--- config.mk ---
export PLATFORM = sky130hd
export DESIGN_NAME = tdp_touch_detect
export DESIGN_NICKNAME = d
export VERILOG_FILES = /design/src/tdp_pkg.sv /design/src/tdp_pin_sync.sv /design/src/tdp_on_timer.sv /design/src/tdp_touch_detect.sv
export SDC_FILE = /design/constraint.sdc
export NUM_CORES = 1
export LEC_CHECK = 0
export ABC_AREA = 1
export BUFFER_PORTS_ARGS = -buffer_cell sky130_fd_sc_hd__buf_4
export CAP_MARGIN = 20
export CORE_MARGIN = 1.5
export CORE_UTILIZATION = 35
export DETAILED_ROUTE_END_ITERATION = 8
export HOLD_SLACK_MARGIN = 0.15
export PLACE_DENSITY = 0.52
export SYNTH_ARGS = -nofsm -noshare
export SYNTH_HDL_FRONTEND = slang
export SYNTH_SLANG_ARGS = --single-unit
--- constraint.sdc ---
create_clock -name clk_i -period 6.9 [get_ports clk_i]
set_input_delay 1.38 -clock clk_i [delete_from_list [all_inputs] [get_ports clk_i]]
set_output_delay 1.38 -clock clk_i [all_outputs]
set_load 0.02 [all_outputs]
--- src/tdp_pkg.sv ---
// Notes on behaviour
// - gain strap high gives 6, low 12
// - gain only changes the numeric threshold
// - levels are 16 bits wide; the threshold sum has a 17th bit for saturation
// - reference slews slowly, only without detection
// - threshold and hysteresis follow the reference
// - reference frozen while detection is active
// - reference falls faster than it rises
// - threshold is an offset above reference
// - release needs 17 percent hysteresis dropout
// - on-time limit exceeded forces full recalibration
// - limits of 10 s, 60 s or none
// - three exceeding samples activate the output
// - any miss clears the integrator at once
// - recalibration on demand only at power-up
// - straps are sampled only at power-up
// - option straps pick output mode and limit
// - dc mode drives low until end or timeout
// - toggle mode flips, timeout keeps the state
// - 300 us high impedance after every sample
package tdp_pkg;
    // arithmetic width and threshold figures
    localparam int DATA_W = 16;
    localparam logic [15:0] THR_HIGH = 16'h0006;
    localparam logic [15:0] THR_LOW = 16'h000C;
    localparam logic [15:0] HYST_PCT = 16'h0011;
    localparam logic [15:0] PCT_DIV = 16'h0064;
    localparam logic [1:0] INTEG_LAST = 2'h2;
    // timing, all derived from the 20 MHz clock
    localparam int CLK_HZ = 20_000_000;
    localparam int TICK_US = 1000;
    localparam int TICK_CYC = (CLK_HZ / 1_000_000) * TICK_US;
    localparam int HEALTH_US = 300;
    localparam int HEALTH_CYC = (CLK_HZ / 1_000_000) * HEALTH_US;
    localparam int LIMIT_SHORT_S = 10;
    localparam int LIMIT_LONG_S = 60;
    localparam int MS_PER_S = 1000;
    localparam logic [15:0] LIMIT_SHORT_MS = 16'(LIMIT_SHORT_S * MS_PER_S);
    localparam logic [15:0] LIMIT_LONG_MS = 16'(LIMIT_LONG_S * MS_PER_S);
    localparam logic [2:0] CFG_WAIT = 3'h4;
    localparam int STRAP_W = 3;
    // register byte offsets
    localparam logic [3:0] ADR_STATUS = 4'h0;
    localparam logic [3:0] ADR_REF = 4'h4;
    localparam logic [3:0] ADR_SAMPLE = 4'h8;
    localparam logic [3:0] ADR_DRIFT = 4'hC;
    // drift control fields and reset values
    localparam int RISE_LSB = 0;
    localparam int FALL_LSB = 8;
    localparam logic [7:0] RISE_DIV_RST = 8'h10;
    localparam logic [7:0] FALL_DIV_RST = 8'h02;
    // status field positions
    localparam int ST_ACTIVE_BIT = 0;
    localparam int ST_TOGGLE_BIT = 1;
    localparam int ST_INTEG_LSB = 2;
    localparam int ST_MODE_LSB = 4;
    localparam int ST_GAIN_BIT = 6;
    localparam int ST_REFOK_BIT = 7;
    typedef enum logic [1:0] {
        MODE_TOGGLE = 2'b00,
        MODE_DC_INF = 2'b01,
        MODE_DC_60 = 2'b10,
        MODE_DC_10 = 2'b11
    } tdp_mode_type;
    typedef enum logic [1:0] {
        ST_CFG = 2'b00,
        ST_CAL = 2'b01,
        ST_IDLE = 2'b10,
        ST_DET = 2'b11
    } tdp_state_type;
endpackage

--- src/tdp_pin_sync.sv ---
`timescale 1ns/10ps
module tdp_pin_sync (
    input wire logic clk_i,
    input wire logic rst_i,
    input wire logic [tdp_pkg::STRAP_W-1:0] pin_i,
    output logic [tdp_pkg::STRAP_W-1:0] level_o
);
    genvar g;
    generate
        for (g = 0; g < tdp_pkg::STRAP_W; g++) begin : g_bit
            logic s1_r, s2_r, s3_r, lvl_r;
            // first stage feeds only the second; level moves on agreement
            always_ff @(posedge clk_i) begin
                if (rst_i) begin
                    s1_r <= 1'b0;
                    s2_r <= 1'b0;
                    s3_r <= 1'b0;
                    lvl_r <= 1'b0;
                end else begin
                    s1_r <= pin_i[g];
                    s2_r <= s1_r;
                    s3_r <= s2_r;
                    if (s2_r == s3_r) begin
                        lvl_r <= s3_r;
                    end
                end
            end
            assign level_o[g] = lvl_r;
        end
    endgenerate
endmodule

--- src/tdp_on_timer.sv ---
`timescale 1ns/10ps
module tdp_on_timer #(
    parameter int TICK_CYCLES = tdp_pkg::TICK_CYC
) (
    input wire logic clk_i,
    input wire logic rst_i,
    input wire logic run_i,
    input wire logic infinite_i,
    input wire logic [15:0] limit_i,
    output logic expired_o
);
    logic [31:0] pre_r;
    logic [15:0] ms_r;
    logic done_r;
    logic exp_r;

    // millisecond prescaler and on-time count, cleared when run drops
    always_ff @(posedge clk_i) begin
        if (rst_i || !run_i) begin
            pre_r <= 32'h00000000;
            ms_r <= 16'h0000;
            done_r <= 1'b0;
            exp_r <= 1'b0;
        end else begin
            exp_r <= 1'b0;
            if (pre_r == 32'(TICK_CYCLES - 1)) begin
                pre_r <= 32'h00000000;
                if (ms_r != limit_i) begin
                    ms_r <= ms_r + 16'h0001;
                end
            end else begin
                pre_r <= pre_r + 32'h00000001;
            end
            // one pulse per detection; none at all when unlimited
            if (!done_r && !infinite_i && ms_r == limit_i) begin
                done_r <= 1'b1;
                exp_r <= 1'b1;
            end
        end
    end
    assign expired_o = exp_r;
endmodule

--- src/tdp_touch_detect.sv ---
`timescale 1ns/10ps
module tdp_touch_detect #(
    parameter int TICK_CYCLES = tdp_pkg::TICK_CYC,
    parameter int HEALTH_CYCLES = tdp_pkg::HEALTH_CYC
) (
    input wire logic clk_i,
    input wire logic rst_i,
    input wire logic wb_cyc_i,
    input wire logic wb_stb_i,
    input wire logic wb_we_i,
    input wire logic [3:0] wb_adr_i,
    input wire logic [3:0] wb_sel_i,
    input wire logic [31:0] wb_dat_i,
    output logic [31:0] wb_dat_o,
    output logic wb_ack_o,
    input wire logic [15:0] sample_i,
    input wire logic sample_valid_i,
    input wire logic gain_strap_i,
    input wire logic option_strap_a_i,
    input wire logic option_strap_b_i,
    output logic detect_out_o,
    output logic detect_oe_o,
    output logic detect_o
);
    tdp_pkg::tdp_state_type state_r;
    tdp_pkg::tdp_mode_type mode_r;
    logic [2:0] straps;
    logic [2:0] cfg_cnt_r;
    logic gain_r;
    logic [15:0] thr_r;
    logic [15:0] thr_sel;
    logic [15:0] hyst_r;
    logic [15:0] ref_r;
    logic [15:0] last_r;
    logic [1:0] integ_r;
    logic toggle_r;
    logic [7:0] rise_div_r;
    logic [7:0] fall_div_r;
    logic [7:0] rise_cnt_r;
    logic [7:0] fall_cnt_r;
    logic [31:0] health_r;
    logic [31:0] health_nxt;
    logic out_r;
    logic oe_r;
    logic det_r;
    logic ack_r;
    logic [31:0] dat_r;
    logic [16:0] thr_sum;
    logic [15:0] thr_level;
    logic [15:0] rel_level;
    logic above;
    logic below_rel;
    logic limit_inf;
    logic [15:0] limit_ms;
    logic expired;
    logic smp;
    logic [31:0] status;
    logic [31:0] mult;

    // straps come from pins, so they cross into the clock domain
    tdp_pin_sync u_sync (
        .clk_i(clk_i),
        .rst_i(rst_i),
        .pin_i({gain_strap_i, option_strap_a_i, option_strap_b_i}),
        .level_o(straps)
    );

    // limit chosen by the latched option mode
    always_comb begin
        limit_inf = 1'b0;
        limit_ms = tdp_pkg::LIMIT_SHORT_MS;
        case (mode_r)
            tdp_pkg::MODE_DC_60: limit_ms = tdp_pkg::LIMIT_LONG_MS;
            tdp_pkg::MODE_DC_INF: limit_inf = 1'b1;
            default: limit_ms = tdp_pkg::LIMIT_SHORT_MS;
        endcase
    end

    // on timer runs only while in the detect state
    tdp_on_timer #(
        .TICK_CYCLES(TICK_CYCLES)
    ) u_timer (
        .clk_i(clk_i),
        .rst_i(rst_i),
        .run_i(state_r == tdp_pkg::ST_DET),
        .infinite_i(limit_inf),
        .limit_i(limit_ms),
        .expired_o(expired)
    );

    // levels are offsets from the reference, saturated at full scale
    assign thr_sum = {1'b0, ref_r} + {1'b0, thr_r};
    assign thr_level = thr_sum[16] ? 16'hFFFF : thr_sum[15:0];
    assign rel_level = thr_level - hyst_r;
    assign above = sample_i > thr_level;
    assign below_rel = sample_i < rel_level;
    assign smp = sample_valid_i && state_r != tdp_pkg::ST_CFG;
    // hysteresis from the threshold being latched, not the stale one
    assign thr_sel = straps[2] ? tdp_pkg::THR_HIGH : tdp_pkg::THR_LOW;
    assign mult = {16'h0000, thr_sel} * {16'h0000, tdp_pkg::HYST_PCT};

    // strap capture happens once, a few cycles after reset release
    always_ff @(posedge clk_i) begin
        if (rst_i) begin
            cfg_cnt_r <= 3'h0;
            mode_r <= tdp_pkg::MODE_TOGGLE;
            gain_r <= 1'b0;
            thr_r <= tdp_pkg::THR_LOW;
            hyst_r <= 16'h0000;
        end else if (state_r == tdp_pkg::ST_CFG) begin
            cfg_cnt_r <= cfg_cnt_r + 3'h1;
            gain_r <= straps[2];
            mode_r <= tdp_pkg::tdp_mode_type'(straps[1:0]);
            thr_r <= thr_sel;
            // 17 percent of the offset, truncated to whole counts
            hyst_r <= 16'(mult / 32'(tdp_pkg::PCT_DIV));
        end
    end

    // main sequence: configure, seed reference, idle, detect
    always_ff @(posedge clk_i) begin
        if (rst_i) begin
            state_r <= tdp_pkg::ST_CFG;
            integ_r <= 2'h0;
        end else begin
            case (state_r)
                tdp_pkg::ST_CFG: begin
                    if (cfg_cnt_r == tdp_pkg::CFG_WAIT) begin
                        state_r <= tdp_pkg::ST_CAL;
                    end
                end
                tdp_pkg::ST_CAL: begin
                    integ_r <= 2'h0;
                    if (smp) begin
                        state_r <= tdp_pkg::ST_IDLE;
                    end
                end
                tdp_pkg::ST_IDLE: begin
                    if (smp && above) begin
                        if (integ_r == tdp_pkg::INTEG_LAST) begin
                            integ_r <= 2'h0;
                            state_r <= tdp_pkg::ST_DET;
                        end else begin
                            integ_r <= integ_r + 2'h1;
                        end
                    end else if (smp) begin
                        integ_r <= 2'h0;
                    end
                end
                tdp_pkg::ST_DET: begin
                    if (expired) begin
                        state_r <= tdp_pkg::ST_CAL;
                    end else if (smp && below_rel) begin
                        state_r <= tdp_pkg::ST_IDLE;
                    end
                end
                default: state_r <= tdp_pkg::ST_CFG;
            endcase
        end
    end

    // reference: seeded on recalibration, slewed by one count per step
    always_ff @(posedge clk_i) begin
        if (rst_i) begin
            ref_r <= 16'h0000;
            rise_cnt_r <= 8'h00;
            fall_cnt_r <= 8'h00;
        end else if (state_r == tdp_pkg::ST_CAL) begin
            rise_cnt_r <= 8'h00;
            fall_cnt_r <= 8'h00;
            if (smp) begin
                ref_r <= sample_i;
            end
        end else if (state_r == tdp_pkg::ST_IDLE && smp && !above) begin
            // frozen in detect so a present finger never gets absorbed
            if (sample_i > ref_r) begin
                fall_cnt_r <= 8'h00;
                if (rise_cnt_r >= rise_div_r) begin
                    rise_cnt_r <= 8'h00;
                    ref_r <= ref_r + 16'h0001;
                end else begin
                    rise_cnt_r <= rise_cnt_r + 8'h01;
                end
            end else if (sample_i < ref_r) begin
                rise_cnt_r <= 8'h00;
                if (fall_cnt_r >= fall_div_r) begin
                    fall_cnt_r <= 8'h00;
                    ref_r <= ref_r - 16'h0001;
                end else begin
                    fall_cnt_r <= fall_cnt_r + 8'h01;
                end
            end
        end
    end

    // toggle state flips on each new detection, kept over timeouts
    always_ff @(posedge clk_i) begin
        if (rst_i) begin
            toggle_r <= 1'b0;
        end else if (mode_r == tdp_pkg::MODE_TOGGLE
                     && state_r == tdp_pkg::ST_IDLE && smp && above
                     && integ_r == tdp_pkg::INTEG_LAST) begin
            toggle_r <= !toggle_r;
        end
    end

    // health window restarts on each sample
    always_comb begin
        health_nxt = health_r;
        if (smp) begin
            health_nxt = 32'(HEALTH_CYCLES);
        end else if (health_r != 32'h00000000) begin
            health_nxt = health_r - 32'h00000001;
        end
    end

    // pin is active low; released while the health window is open
    always_ff @(posedge clk_i) begin
        if (rst_i) begin
            health_r <= 32'h00000000;
            out_r <= 1'b1;
            oe_r <= 1'b1;
            det_r <= 1'b0;
        end else begin
            health_r <= health_nxt;
            oe_r <= (health_nxt == 32'h00000000);
            det_r <= (state_r == tdp_pkg::ST_DET);
            if (mode_r == tdp_pkg::MODE_TOGGLE) begin
                out_r <= !toggle_r;
            end else begin
                out_r <= !(state_r == tdp_pkg::ST_DET);
            end
        end
    end

    // last sample kept for software to watch the raw level
    always_ff @(posedge clk_i) begin
        if (rst_i) begin
            last_r <= 16'h0000;
        end else if (smp) begin
            last_r <= sample_i;
        end
    end

    assign status = {24'h000000,
                     state_r != tdp_pkg::ST_CFG
                         && state_r != tdp_pkg::ST_CAL,
                     gain_r, mode_r, integ_r, toggle_r,
                     state_r == tdp_pkg::ST_DET};

    // single-cycle wishbone slave; unmapped reads return zero
    always_ff @(posedge clk_i) begin
        if (rst_i) begin
            ack_r <= 1'b0;
            dat_r <= 32'h00000000;
        end else begin
            ack_r <= wb_cyc_i && wb_stb_i && !ack_r;
            dat_r <= 32'h00000000;
            case (wb_adr_i)
                tdp_pkg::ADR_STATUS: dat_r <= status;
                tdp_pkg::ADR_REF: dat_r <= {16'h0000, ref_r};
                tdp_pkg::ADR_SAMPLE: dat_r <= {16'h0000, last_r};
                tdp_pkg::ADR_DRIFT: dat_r <= {16'h0000, fall_div_r,
                                              rise_div_r};
                default: dat_r <= 32'h00000000;
            endcase
        end
    end

    // drift rate dividers, byte lanes honoured
    always_ff @(posedge clk_i) begin
        if (rst_i) begin
            rise_div_r <= tdp_pkg::RISE_DIV_RST;
            fall_div_r <= tdp_pkg::FALL_DIV_RST;
        end else if (wb_cyc_i && wb_stb_i && wb_we_i && !ack_r
                     && wb_adr_i == tdp_pkg::ADR_DRIFT) begin
            if (wb_sel_i[0]) begin
                rise_div_r <= wb_dat_i[tdp_pkg::RISE_LSB +: 8];
            end
            if (wb_sel_i[1]) begin
                fall_div_r <= wb_dat_i[tdp_pkg::FALL_LSB +: 8];
            end
        end
    end

    assign wb_ack_o = ack_r;
    assign wb_dat_o = dat_r;
    assign detect_out_o = out_r;
    assign detect_oe_o = oe_r;
    assign detect_o = det_r;
endmodule

Word level (Yosys, flattened, before mapping)

Index checks and enable logic that the tools add are counted.
W data, S select, Z words.

Register bits: 237
Input bits: 65
Output and inout port bits: 36
Logic and storage cells: 156

$add $sub $neg: 11
Multiply operators: 1
Divide/modulo/power cells: 1
$lt $le $gt $ge: 6
Eq/ne operators: 24
Multiplexer cells: 33
Reductions and logical operators: 44

Operators by type and width:

| kind                    | number |
|---|---|
| $mux W16                | 9 |
| $mux W32                | 2 |
| $pmux W16 S4            | 1 |
| $mux W8                 | 6 |
| $add A16 B1 Y16 const B | 2 |
| $add A32 B1 Y32 const B | 1 |
| $div A21 B7 Y32 const B | 1 |
| $eq A32 B15 Y1 const B  | 1 |
| $gt A16 B16 Y1          | 2 |
| $logic_not A32 Y1       | 1 |
| $lt A16 B16 Y1          | 2 |
| $reduce_bool A32 Y1     | 1 |
| $sub A32 B1 Y32 const B | 1 |
| $mux W2                 | 9 |
| $add A16 B16 Y17        | 1 |
| $logic_and A1 B1 Y1     | 17 |
| $add A8 B1 Y8 const B   | 2 |
| $eq A16 B16 Y1          | 1 |
| $ge A8 B8 Y1            | 2 |
| $ne A16 B16 Y1          | 1 |
| $sub A16 B1 Y16 const B | 1 |
| $sub A16 B16 Y16        | 1 |
| $reduce_and A2 Y1       | 5 |
| $reduce_and A5 Y1       | 2 |
| 24 further kinds        | 48 |

Depth between registers and ports, before layout

Gate-level depths: netlist (run 1).

Depth in word-level cells: 8
Gate-level depth with buffers: 28
Depth with buffers taken out: 28

By module

From an unflattened synthesis (run 1), not the netlist that was laid out.

Cell total of the unflattened synthesis: 2016
Area total of the unflattened synthesis: 13155.1 µm²

Modules (own cells, without submodules):

| module           | instances | cells each | area an instance (µm²) | seq. area each (µm²) |
|---|---|---|---|---|
| tdp_touch_detect | 1         | 1446       | 9594.2                 | 2582.5 |
| tdp_on_timer     | 1         | 526        | 3150.5                 | 1001.0 |
| tdp_pin_sync     | 1         | 44         | 410.4                  | 240.2 |

Worst setup path before layout (run 1)

OpenSTA, ideal clock, no wires.

Path type: input to register
Start point: in sample_i[15]
End point: reg ref_r[10]
Library setup time: 0.115 ns
Arrival: 3.844 ns
Data required time: 6.785 ns
Setup slack: 2.941 ns
Cell stages on the path: 19
Buffers on the path: 0
Path through: ha_1 nand2_1 nor2_1 nand2_1 nor3_2 inv_2 nand2_2 ha_1 a21oi_1 inv_1 o21ai_0 nand3_1 or2_2 nand3_1 nand2_1 inv_1 nand3_1 nand2_1 nor2_1

Word-level cells in the longest chain between the ends: 5
Elaborated cells on any way between the ends: 13
Those cells by class: 3 x order compare; 1 x eq/ne; 3 x mux; 6 x reduce/logical

RTL lines:

| element                             | RTL line                | source |
|---|---|---|
| start: declaration                  | tdp_touch_detect.sv:16  | `input wire logic [15:0] sample_i,` |
| $gt A16 B16 Y1                      | tdp_touch_detect.sv:95  | `assign above = sample_i > thr_level;` |
| $logic_not A1 Y1                    | tdp_touch_detect.sv:174 | `end else if (state_r == tdp_pkg::ST_IDLE && smp && !above) begin` |
| $logic_and A1 B1 Y1                 | tdp_touch_detect.sv:174 |  |
| $reduce_bool A2 Y1 (no source line) | n/a                     |  |
| $reduce_and A5 Y1 (no source line)  | n/a                     |  |
| end signal: assignment              | tdp_touch_detect.sv:172 | `ref_r <= sample_i;` |
| end signal: assignment              | tdp_touch_detect.sv:180 | `ref_r <= ref_r + 16'h0001;` |
| end signal: assignment              | tdp_touch_detect.sv:188 | `ref_r <= ref_r - 16'h0001;` |
| end: declaration                    | tdp_touch_detect.sv:33  | `logic [15:0] ref_r;` |

Several ways; a longest one is shown, not always the timed one. The select of a mux whose other input is x is not followed.
A chain may end at the register's enable or synchronous reset.

Final worst setup path (run 1)

Start point: reg thr_r[3]
End point: reg state_r[1]

Word-level cells in the longest chain between the ends: 7
Elaborated cells on any way between the ends: 10
Those cells by class: 2 x add/sub; 2 x order compare; 2 x eq/ne; 1 x mux; 3 x reduce/logical

RTL lines:

| element                                | RTL line                | source |
|---|---|---|
| start: declaration                     | tdp_touch_detect.sv:30  | `logic [15:0] thr_r;` |
| start signal: assignment               | tdp_touch_detect.sv:108 | `thr_r <= tdp_pkg::THR_LOW;` |
| start signal: assignment               | tdp_touch_detect.sv:114 | `thr_r <= thr_sel;` |
| $add A16 B16 Y17 (*)                   | tdp_touch_detect.sv:92  | `assign thr_sum = {1'b0, ref_r} + {1'b0, thr_r};` |
| $mux W16 (*)                           | tdp_touch_detect.sv:93  | `assign thr_level = thr_sum[16] ? 16'hFFFF : thr_sum[15:0];` |
| $sub A16 B16 Y16                       | tdp_touch_detect.sv:94  | `assign rel_level = thr_level - hyst_r;` |
| $lt A16 B16 Y1                         | tdp_touch_detect.sv:96  | `assign below_rel = sample_i < rel_level;` |
| $logic_and A1 B1 Y1                    | tdp_touch_detect.sv:153 | `end else if (smp && below_rel) begin` |
| $ne A3 B3 Y1 (no source line)          | n/a                     |  |
| $reduce_and A5 Y1 (no source line) (*) | n/a                     |  |
| end signal: assignment                 | tdp_touch_detect.sv:152 | `state_r <= tdp_pkg::ST_CAL;` |
| end signal: assignment                 | tdp_touch_detect.sv:154 | `state_r <= tdp_pkg::ST_IDLE;` |
| end signal: assignment                 | tdp_touch_detect.sv:157 | `default: state_r <= tdp_pkg::ST_CFG;` |
| end: declaration                       | tdp_touch_detect.sv:25  | `tdp_pkg::tdp_state_type state_r;` |

Every way passes the cells marked *; elsewhere a longest branch is shown, timed or not.

==> results of run 1 <==
-- how the worst max path moves through the flow --
stage,cells past startpoint,from,to,slack (ns)
finish,25,thr_r[3],state_r[1],2.37
global route,25,thr_r[3],state_r[1],1.91
detailed placement,20,sample_i[15],ref_r[10],2.22
global placement,21,sample_i[15],ref_r[10],2.23
floorplan,19,sample_i[15],ref_r[10],2.94
CTS,25,thr_r[3],state_r[1],2.29
-- final cells by class --
type                    count  area, um^2
inverters                 240         906
repair buffers             70         529
multi-input cells        1439        7790
fillers                  3887       21500
well taps                 461         577
clock inverters            14         146
clock buffers              18         439
flip-flops and latches    191        3820
-- state kept, by name, indices dropped and copies added (netlist names), 2 cells and up --
| signal | count |
|---|---|
| health_r | 32 |
| u_timer.pre_r | 32 |
| last_r | 16 |
| ref_r | 16 |
| u_timer.ms_r | 16 |
| wb_dat_o | 16 |
| fall_cnt_r | 8 |
| fall_div_r | 8 |
| rise_cnt_r | 8 |
| rise_div_r | 8 |
| cfg_cnt_r | 3 |
| u_sync.g_bit.lvl_r | 3 |
| u_sync.g_bit.s1_r | 3 |
| u_sync.g_bit.s2_r | 3 |
| u_sync.g_bit.s3_r | 3 |
| integ_r | 2 |
| mode_r | 2 |
| state_r | 2 |
| thr_r | 2 |
-- metal layers --
layer | wire (um) | part of all wire, %
met1 | 17900 | 52
met2 | 14900 | 43
met3 | 1120 | 3.3
met4 | 525 | 1.5
met5 | 0 | 0
-- cells by family (layout without fill, tap and decap cells) --
logic type               count (synthesis)  after routing  share of synthesized area, %
AO/OA/AOI/OAI                          271            271                          11.8
AND/OR/NAND/NOR                        989            989                          34.7
flip-flops                             191            191                          30.0
XOR/XNOR                                70             70                          4.81
adder cells (fa/ha/maj)                 93             93                          9.25
buffers and inverters                  292            342                          9.36
other                                    1             16                        0.0294
-- worst register-to-register path: cells and delay by family (launching register included) --
kind	cells	cell delay [ns]
compound gates	7	1.13
fa+ha+maj	3	0.93
buf+inv	3	0.25
flops	1	0.34
simple gates	12	1.75
-- cell usage in the layout, fill, tap and decap left out, types with 11 or more instances in the layout --
cell type	Yosys	layout
conb_1	1	16
nand2_1	389	389
ha_1	91	91
inv_1	219	219
a21oi_1	134	134
xnor2_1	30	30
nor3_1	47	46
nand4_1	36	36
xor2_1	40	40
clkbuf_16	0	17
nor2_4	11	11
nand2_2	16	16
nor2_1	303	303
nand3_1	125	125
inv_2	18	18
o21ai_0	76	76
buf_4	18	69
nor2_2	13	13
dfxtp_1	191	191
-- power by group through the flow --
stage	Sequential, mW	Clock, mW	Combinational (mW)
floorplan	1.39	0	1.86
global placement	1.43	0	2.34
detailed placement	1.43	0	2.35
CTS	1.41	1.06	2.36
global route	1.43	1.10	2.75
finish	1.41	1.03	2.35
==> results.py, run 1 <==
metrics = {
    "run_status": {
        "status": "complete, but fails checks",
        "violations": "DRC",
    },
    "route": {
        "drt_iter0_markers": 557,
        "antenna_left": 0,
        "drc": 1,
        "first_pass_iters": 7,
        "vias_per_cell": 4.87,
        "routed_wl_um": 34400,
        "vias": 11800,
        "wl_per_cell_um": 14.1,
    },
    "critical_path": {
        "crit_buf_inv": 3,
        "slowest_stage": "ha_1",
        "cp_data_required_time_ns": 7.22,
        "crit_path_end_kind": "flop",
        "cp.arrival_ns": 4.85,
        "cp-start-kind": "flop",
        "worstSetupPathType": "reg2reg",
        "reg2reg_depth": 25,
        "critPathTopFamily": "simple AND/OR/NAND/NOR gates",
        "cp_slowest_stage_delay_ns": 0.36,
        "worstReg2RegStart": "thr_r[3]",
        "worst-r2r-setup-slack_ns": 2.37,
        "reg2reg_to": "state_r[1]",
        "cp_max_fo": 8,
    },
    "clock_tree": {
        "cts_root_buffer": "clkbuf_16",
        "ctsHoldBuffers": 0,
        "cts_buffer_depth": 2,
        "clock_sink_count": 191,
        "cts_tree": "yes",
        "clock_latency_ns": 0.47,
        "cts_made_buffers": 17,
        "clkTransAtPathRegs_ns": 0.09,
        "cts_resized": 0,
        "htree_levels": 4,
        "cts_setup_buffers": 0,
    },
    "pwr": {
        "vdd_ir_drop_max_uv": 214,
        "combPwrFrac_pct": 49.1,
        "p_leak_nw": 6.17,
        "p_int_mw": 2.59,
        "power.density_nw_per_um2": 337,
        "p_switching_mw": 2.20,
        "p_seq_share_pct": 29.4,
        "fin_total_pwr_mw": 4.78,
        "p_sw_share_pct": 45.9,
        "clock_power_share_pct": 21.5,
    },
    "global_routing": {
        "grt_pass1_vias": 11400,
        "grt_util_met1_pct": 26.3,
        "use_met2_pct": 30.2,
        "grt.overflow.total": 0,
        "grt_pass1_wl_um": 57300,
        "met3_usage_pct": 2.99,
        "antenna_found_initial": 0,
        "grt_usage_pct": 18.9,
        "top_usage_layer": "met2",
        "grt_max_degree": 57,
    },
    "min_path": {
        "min_from": "u_sync.g_bit[1].s1_r",
        "min_to": "u_sync.g_bit[1].s2_r",
        "min_path_cells": 2,
        "hold_path.class": "reg2reg",
    },
    "placed_design": {
        "place_hpwl_um": 26400,
        "placed_area_um2": 13600,
        "port_buffers": 66,
        "dp_cells": 2400,
        "place_ws_ns": 2.22,
        "place.gp.congestion": 0.883,
    },
    "floorplanning": {
        "core-area_um2": 35700,
        "initial_core_util_pct": 35.6,
        "die_h_um": 194,
        "rows": 69,
        "chipWidth_um": 194,
        "die-area_um2": 37600,
        "ios": 101,
    },
    "sta": {
        "hold_viol_final": 0,
        "finalSetupTns_ns": 0,
        "setup_viol": 0,
        "post-route-period-util_pct": 65.6,
        "fin_ws_ns": 2.37,
        "fmax_ghz": 0.221,
        "post-route-min-period_ns": 4.53,
        "slew_headroom_pct": 39.7,
        "skew_ns": 0.0203,
        "maxSlewViolCount": 0,
        "tightest_slew_ns": 0.903,
        "grt_setup_unrepaired": "no",
        "fin_hold_ws_ns": 0.409,
    },
    "cells_and_area": {
        "final_area_um2": 14200,
        "syn_to_final_growth_pct": 11.5,
        "final_util_pct": 39.8,
        "drive_gt1_share_pct": 9.79,
        "antenna_cells": 0,
        "nNetsFinal": 2117,
        "final_cells": 2433,
    },
    "synthesis": {
        "ys_ff_latch": 191,
        "ys.warnings.count": 0,
        "yosysTopAreaCell": "dfxtp_1",
        "synth.area.top_cells": "dfxtp_1 (30%), nand2_1 (11%), ha_1 (8.9%), nor2_1 (8.9%), inv_1 (6.5%)",
        "synth_edf_count": 0,
        "synth-main-ff-cell": "dfxtp_1",
        "async_flop_share_pct": 0,
        "ys_seq_area_share_pct": 30.0,
        "synthesis.area_um2": 12700,
        "synth_cell_types": 58,
        "synthMostInstantiatedCell": "nand2_1",
        "synthTopCellsByCount": "nand2_1 (389), nor2_1 (303), inv_1 (219)",
        "avgSynthCellArea_um2": 6.68,
        "postSynthCellCount": 1907,
        "synth_top_area_share_pct": 30.0,
    },
    "job": {
        "drv_cap": 0,
    },
}
Note: power is estimated with default switching activity, not from simulation.
==> run 2: changes to the inputs <==
--- a/config.mk
+++ b/config.mk
@@ -5,14 +5,14 @@
 export SDC_FILE = /design/constraint.sdc
 export NUM_CORES = 1
 export LEC_CHECK = 0
-export ABC_AREA = 1
+export ABC_AREA = 0
 export BUFFER_PORTS_ARGS = -buffer_cell sky130_fd_sc_hd__buf_4
 export CAP_MARGIN = 20
 export CORE_MARGIN = 1.5
 export CORE_UTILIZATION = 35
 export DETAILED_ROUTE_END_ITERATION = 8
 export HOLD_SLACK_MARGIN = 0.15
-export PLACE_DENSITY = 0.52
+export PLACE_DENSITY = 0.53
 export SYNTH_ARGS = -nofsm -noshare
 export SYNTH_HDL_FRONTEND = slang
 export SYNTH_SLANG_ARGS = --single-unit
==> constraint.sdc (replaced) <==
create_clock -name clk_i -period 4.2 [get_ports clk_i]
set_input_delay 0.84 -clock clk_i [delete_from_list [all_inputs] [get_ports clk_i]]
set_output_delay 0.84 -clock clk_i [all_outputs]
set_load 0.02 [all_outputs]
==> run 2 against run 1 <==
Net effect: the flow now finishes without violations; register-to-register slack got worse by 2.3 ns; area after synthesis decreased by 12%; synthesized cell count decreased by 29%; die area decreased by 12%; first-iteration DRC count increased by 9.2%; total power increased by 21%; sequential share of layout area increased by 1.4 points; non-clock buffer count increased by 99; flip-flop and latch count unchanged; clock power increased by 55%; global-route usage decreased by 0.36 points; via count decreased by 16%; largest power group is now sequential cells; critical endpoint is now state_r[0].
==> results.py, run 2 <==
metrics = {
    "cells_and_area": {
        "nNetsFinal": 1658,
        "fill_cells": 3198,
        "layout_common_cells": "dfxtp_1 (189), nor2_1 (167), buf_4 (164)",
        "reg_top3": "health_r: 32 flops, u_timer.pre_r: 32 flops",
        "drive_gt1_share_pct": 17.3,
        "syn_to_final_growth_pct": 21.0,
        "register_area_um2": 3830,
        "antenna_cells": 0,
        "final_common_cell": "dfxtp_1",
        "multi_input_comb_area_um2": 7050,
    },
    "critical_path": {
        "cp_data_required_time_ns": 4.59,
        "crit_chain": "ha_4 -> o21a_1 -> o2111ai_2 -> or3_4 -> buf_4 -> nand2_1 -> inv_1 -> ha_1 -> nand4_1 -> a2111o_1 -> o211a_1 -> or2_4 -> or4b_2 -> o21ai_2 -> o221a_2",
        "slowest_stage": "or4b_2",
        "crit_path_end_kind": "flop",
        "worstSetupPathType": "reg2reg",
        "cp_max_fo": 8,
        "cp_slowest_stage_delay_ns": 0.66,
        "cp.arrival_ns": 4.47,
        "cp-start-kind": "flop",
    },
    "route": {
        "antenna_left": 0,
        "vias_per_cell": 5.18,
        "drc": 0,
        "first_pass_iters": 7,
        "routed_wl_um": 30300,
        "drt_iter0_markers": 608,
        "vias": 9911,
        "wl_per_cell_um": 15.8,
    },
    "floorplanning": {
        "core-area_um2": 31500,
        "rows": 65,
        "die_h_um": 182,
        "die-area_um2": 33000,
        "ios": 101,
        "initial_core_util_pct": 35.5,
        "chipWidth_um": 182,
    },
    "synthesis": {
        "async_flop_share_pct": 0,
        "avgSynthCellArea_um2": 8.23,
        "synthesis.area_um2": 11200,
        "synth_edf_count": 0,
        "yosysTopAreaCell": "dfxtp_1",
        "synth_cell_types": 78,
        "ys_seq_area_share_pct": 34.3,
        "synth-main-ff-cell": "dfxtp_1",
        "postSynthCellCount": 1356,
        "synthTopCellsByCount": "dfxtp_1 (191), nor2_1 (168), nand2_1 (143)",
        "ys_ff_latch": 191,
        "synthMostInstantiatedCell": "dfxtp_1",
        "synth_top_area_share_pct": 34.3,
        "ys.warnings.count": 0,
        "synth.area.top_cells": "dfxtp_1 (34%), ha_1 (10%), nor2_1 (5.6%), nand2_1 (4.8%), xor2_1 (4.2%)",
    },
    "job": {
        "drv_cap": 0,
    },
    "placed_design": {
        "place.gp.congestion": 0.874,
        "place_ws_ns": -0.262,
        "place_hpwl_um": 22600,
        "port_buffers": 66,
    },
    "global_routing": {
        "grt.overflow.total": 0,
        "grt_pass1_vias": 9555,
        "grt_usage_pct": 18.5,
        "grt_pass1_wl_um": 49100,
        "antenna_found_initial": 0,
        "grt_max_degree": 76,
    },
    "pwr": {
        "vdd_ir_drop_max_uv": 301,
        "p_leak_nw": 5.40,
        "power.density_nw_per_um2": 428,
    },
    "clock_tree": {
        "clock_sink_count": 191,
        "cts_root_buffer": "clkbuf_16",
        "cts_buffer_depth": 2,
        "cts_made_buffers": 17,
        "clock_latency_ns": 0.44,
        "htree_levels": 4,
        "cts_tree": "yes",
        "clkTransAtPathRegs_ns": 0.08,
    },
    "sta": {
        "maxSlewViolCount": 0,
        "fin_hold_ws_ns": 0.420,
        "post-route-min-period_ns": 4.09,
        "tightest_slew_ns": 1.01,
        "fmax_ghz": 0.245,
        "fin_ws_ns": 0.114,
        "setup_viol": 0,
        "post-route-period-util_pct": 97.3,
        "grt_setup_unrepaired": "yes",
        "skew_ns": 0.0115,
        "slew_headroom_pct": 32.8,
        "hold_viol_final": 0,
    },
    "run_status": {
        "status": "finished, final reports clean",
    },
    "min_path": {
        "hold_path.class": "reg2reg",
    },
}
run 2: changes by cell type after synthesis, sizes merged, moves of 15 or more:
cell   delta
nor2b    +22
nor3     -18
and3     +19
or3      +24
o21ai    -32
mux2i    +21
a21oi    -45
nand2   -263
nand3    -72
inv     -180
a22oi    +15
xnor2    +20
nor2    -160
run 2: worst max-delay path: cells and delay by family (launching register included):
| family | cells | cell delay [ns] |
|---|---|---|
| and+or+nand+nor | 5 | 1.62 |
| buffers and inverters | 2 | 0.24 |
| AOI/OAI and AO/OA | 6 | 1.24 |
| adders and majority gates | 2 | 0.57 |
| DFF | 1 | 0.34 |
run 2: through the flow:
stage	std cells	TNS (ns)	power, mW	util (%)	cell area, um^2
floorplan	1371	0	3.67	-	11200
global placement	1877	-1.02	4.18	40.3	12700
detailed placement	1877	-1.09	4.19	40.3	12700
CTS	1909	0	5.81	42.2	13300
global route	1915	-0.0456	6.17	42.9	13500
finish	1915	0	5.79	42.9	13500
run 2: path summary, 6_finish.rpt:
check / endpoint / cells after the start / startpoint / slack [ns]
worst min register to register: u_timer.expired_o / 1 / u_timer.done_r / 0.42
worst min-delay path: u_timer.expired_o / 1 / u_timer.done_r / 0.42
worst max-delay path: state_r[0] / 15 / ref_r[3] / 0.11
worst max register to register: state_r[0] / 15 / ref_r[3] / 0.11
run 2: final cells by class:
cell class                      instances  area share, %
Multi-Input combinational cell       1063           52.2
Tap cell                              402           3.72
Inverter                               58           1.61
Timing Repair Buffer                  169           9.88
Clock buffer                           17           3.15
Clock inverter                         15           1.12
Sequential cell                       191           28.3
run 2: report_power, final:
group          internal (mW)  switching, mW  total, mW
combinational          0.849           1.18       2.03
clock                  0.788          0.807       1.60
sequential              1.97          0.199       2.16
run 2: layer usage:
metal / up-vias / share of wire [%] / track usage (%)
li1: 5045 / - / -
met1: 4671 / 47 / 23.7
met2: 164 / 48 / 32.6
met3: 31 / 3.0 / 2.61
met4: 0 / 1.6 / 4.77
met5: - / 0 / 0
run 2: cells by family after synthesis:
kind of cell             after synthesis  synth area share (%)
buffers and inverters                117                  4.60
AND/OR/NAND/NOR                      581                  26.2
AO/OA/AOI/OAI                        248                  14.3
flip-flops                           191                  34.3
multiplexers                          21                  1.88
adder cells (fa/ha/maj)               93                  10.6
other                                  1                0.0336
XOR/XNOR                             104                  8.16
run 2: what timing repair did:
| item | in CTS | in global routing |
|---|---|---|
| buffers inserted | 0 | 4 |
| pin swaps | 2 | 17 |
| hold endpoints to repair | 0 | 0 |
| cloned | 0 | 1 |
| hold buffers | 0 | 0 |
| setup endpoints to repair | 5 | 31 |
| gates resized for setup | 7 | 25 |
==> run 3: changes to the inputs <==
--- a/config.mk
+++ b/config.mk
@@ -12,7 +12,7 @@
 export CORE_UTILIZATION = 35
 export DETAILED_ROUTE_END_ITERATION = 8
 export HOLD_SLACK_MARGIN = 0.15
-export PLACE_DENSITY = 0.53
+export PLACE_DENSITY_LB_ADDON = 0.2
 export SYNTH_ARGS = -nofsm -noshare
 export SYNTH_HDL_FRONTEND = slang
 export SYNTH_SLANG_ARGS = --single-unit
==> run 3 against run 2 <==
Net effect: count of clock-buffer cells in the layout is 1 higher; clock power is 6% higher; via count is 0.46% higher; routed wire length is 0.47% lower; sequential power hardly changed; final cell count stayed put; largest cell class unchanged; combinational power hardly changed; critical path depth is 1 lower.
==> results.py, run 3 (synthesized netlist as in run 2, its figures left out) <==
metrics = {
    "floorplanning": {
        "die-area_um2": 33000,
        "ios": 101,
        "core-area_um2": 31500,
        "die_h_um": 182,
        "initial_core_util_pct": 35.5,
        "chipWidth_um": 182,
        "rows": 65,
    },
    "cells_and_area": {
        "nNetsFinal": 1658,
        "final_area_um2": 13500,
        "fill_cells": 3156,
        "drive_gt1_share_pct": 17.8,
        "antenna_cells": 0,
        "final_common_cell": "dfxtp_1",
        "register_area_um2": 3830,
        "syn_to_final_growth_pct": 21.2,
        "reg_top3": "health_r: 32 flops, u_timer.pre_r: 32 flops",
        "multi_input_comb_area_um2": 7070,
        "layout_common_cells": "dfxtp_1 (185), nor2_1 (166), buf_4 (164)",
    },
    "global_routing": {
        "grt.overflow.total": 0,
        "antenna_found_initial": 0,
        "grt_pass1_wl_um": 48400,
        "grt_max_degree": 76,
        "grt_usage_pct": 18.3,
        "grt_pass1_vias": 9422,
    },
    "clock_tree": {
        "cts_buffer_depth": 2,
        "cts_made_buffers": 17,
        "cts_tree": "yes",
        "htree_levels": 4,
        "clkTransAtPathRegs_ns": 0.07,
        "cts_root_buffer": "clkbuf_16",
        "clock_latency_ns": 0.45,
        "clock_sink_count": 191,
    },
    "placed_design": {
        "placed_area_um2": 12700,
        "place_hpwl_um": 22600,
        "port_buffers": 66,
        "place.gp.congestion": 0.831,
    },
    "sta": {
        "post-route-period-util_pct": 97.7,
        "tightest_slew_ns": 1.05,
        "post-route-min-period_ns": 4.10,
        "hold_viol_final": 0,
        "setup_viol": 0,
        "skew_ns": 0.00955,
        "maxSlewViolCount": 0,
        "fmax_ghz": 0.244,
        "slew_headroom_pct": 30.2,
    },
    "route": {
        "antenna_left": 0,
        "vias_per_cell": 5.20,
        "vias": 9957,
        "routed_wl_um": 30200,
        "wl_per_cell_um": 15.8,
        "drt_iter0_markers": 546,
        "drc": 0,
        "first_pass_iters": 7,
    },
    "min_path": {
        "min_path_cells": 1,
        "hold_path.class": "reg2reg",
    },
    "critical_path": {
        "reg2reg_depth": 14,
        "cp-start-kind": "flop",
        "worst-r2r-setup-slack_ns": 0.1,
        "cp_max_fo": 8,
        "crit_path_end_kind": "flop",
        "cp.arrival_ns": 4.49,
        "worstSetupPathType": "reg2reg",
        "cp_data_required_time_ns": 4.59,
    },
    "pwr": {
        "fin_total_pwr_mw": 5.89,
        "p_leak_nw": 5.40,
        "vdd_ir_drop_max_uv": 308,
        "power.density_nw_per_um2": 436,
    },
    "run_status": {
        "status": "finished, final reports clean",
    },
    "job": {
        "drv_cap": 0,
    },
}
-- run 3: timing repair --
action / in CTS / in global routing
hold buffers: 0 / 0
pin swaps: 0 / 18
gates resized for setup: 8 / 36
buffers inserted: 0 / 5
endpoints found under the setup margin: 2 / 15
cloned: 0 / 0
-- run 3: final cells by class --
class / count / share of cell area [%]
clock buffers: 18 / 3.25
clock inverters: 14 / 1.28
inverters: 58 / 1.61
multi-input cells: 1063 / 52.3
flip-flops and latches: 191 / 28.3
well taps: 402 / 3.72
repair buffers: 169 / 9.54
-- run 3: layer usage --
metal,GRT usage (%),wire length (um),up-vias
li1,-,-,5045
met2,32.0,14700,144
met1,23.6,14200,4741
met5,0,0,-
met4,4.50,348,0
met3,2.69,938,27
-- run 3: power by group --
group          total (mW)  internal [mW]  switching [mW]
clock network        1.70          0.916           0.788
registers            2.16           1.97           0.195
logic                2.03          0.848            1.18
total                5.89           3.73            2.16
-- run 3: worst paths after layout --
check / start / endpoint
worst max-delay path: ref_r[3] / state_r[0]
worst min-delay path: u_timer.done_r / u_timer.expired_o
worst max register to register: ref_r[3] / state_r[0]
worst min register to register: u_timer.done_r / u_timer.expired_o
-- run 3: critical path: stages (launching register included) --
cell       delay, ns
dfxtp_2         0.35
ha_4            0.26
o21a_1          0.18
o2111ai_2       0.19
or3_4           0.41
buf_4           0.19
and2_1          0.15
ha_1            0.29
nand4_1         0.15
a2111o_1        0.41
o211a_1         0.18
or2_2           0.35
or4b_2          0.66
o21ai_2         0.10
o221a_2         0.20
-- run 3: per-stage QoR --
| stage | setup slack, ns | setup TNS (ns) | hold slack, ns | utilization (%) | std cells |
|---|---|---|---|---|---|
| floorplan | 0.0427 | 0 | 0.392 | - | 1371 |
| CTS | 0.000787 | 0 | 0.428 | 42.4 | 1910 |
| finish | 0.0978 | 0 | 0.419 | 43.0 | 1915 |
| global route | -0.0450 | -0.0450 | 0.438 | 43.0 | 1915 |
| global placement | -0.301 | -1.07 | 0.408 | 40.3 | 1878 |
| detailed placement | -0.309 | -1.34 | 0.418 | 40.3 | 1878 |
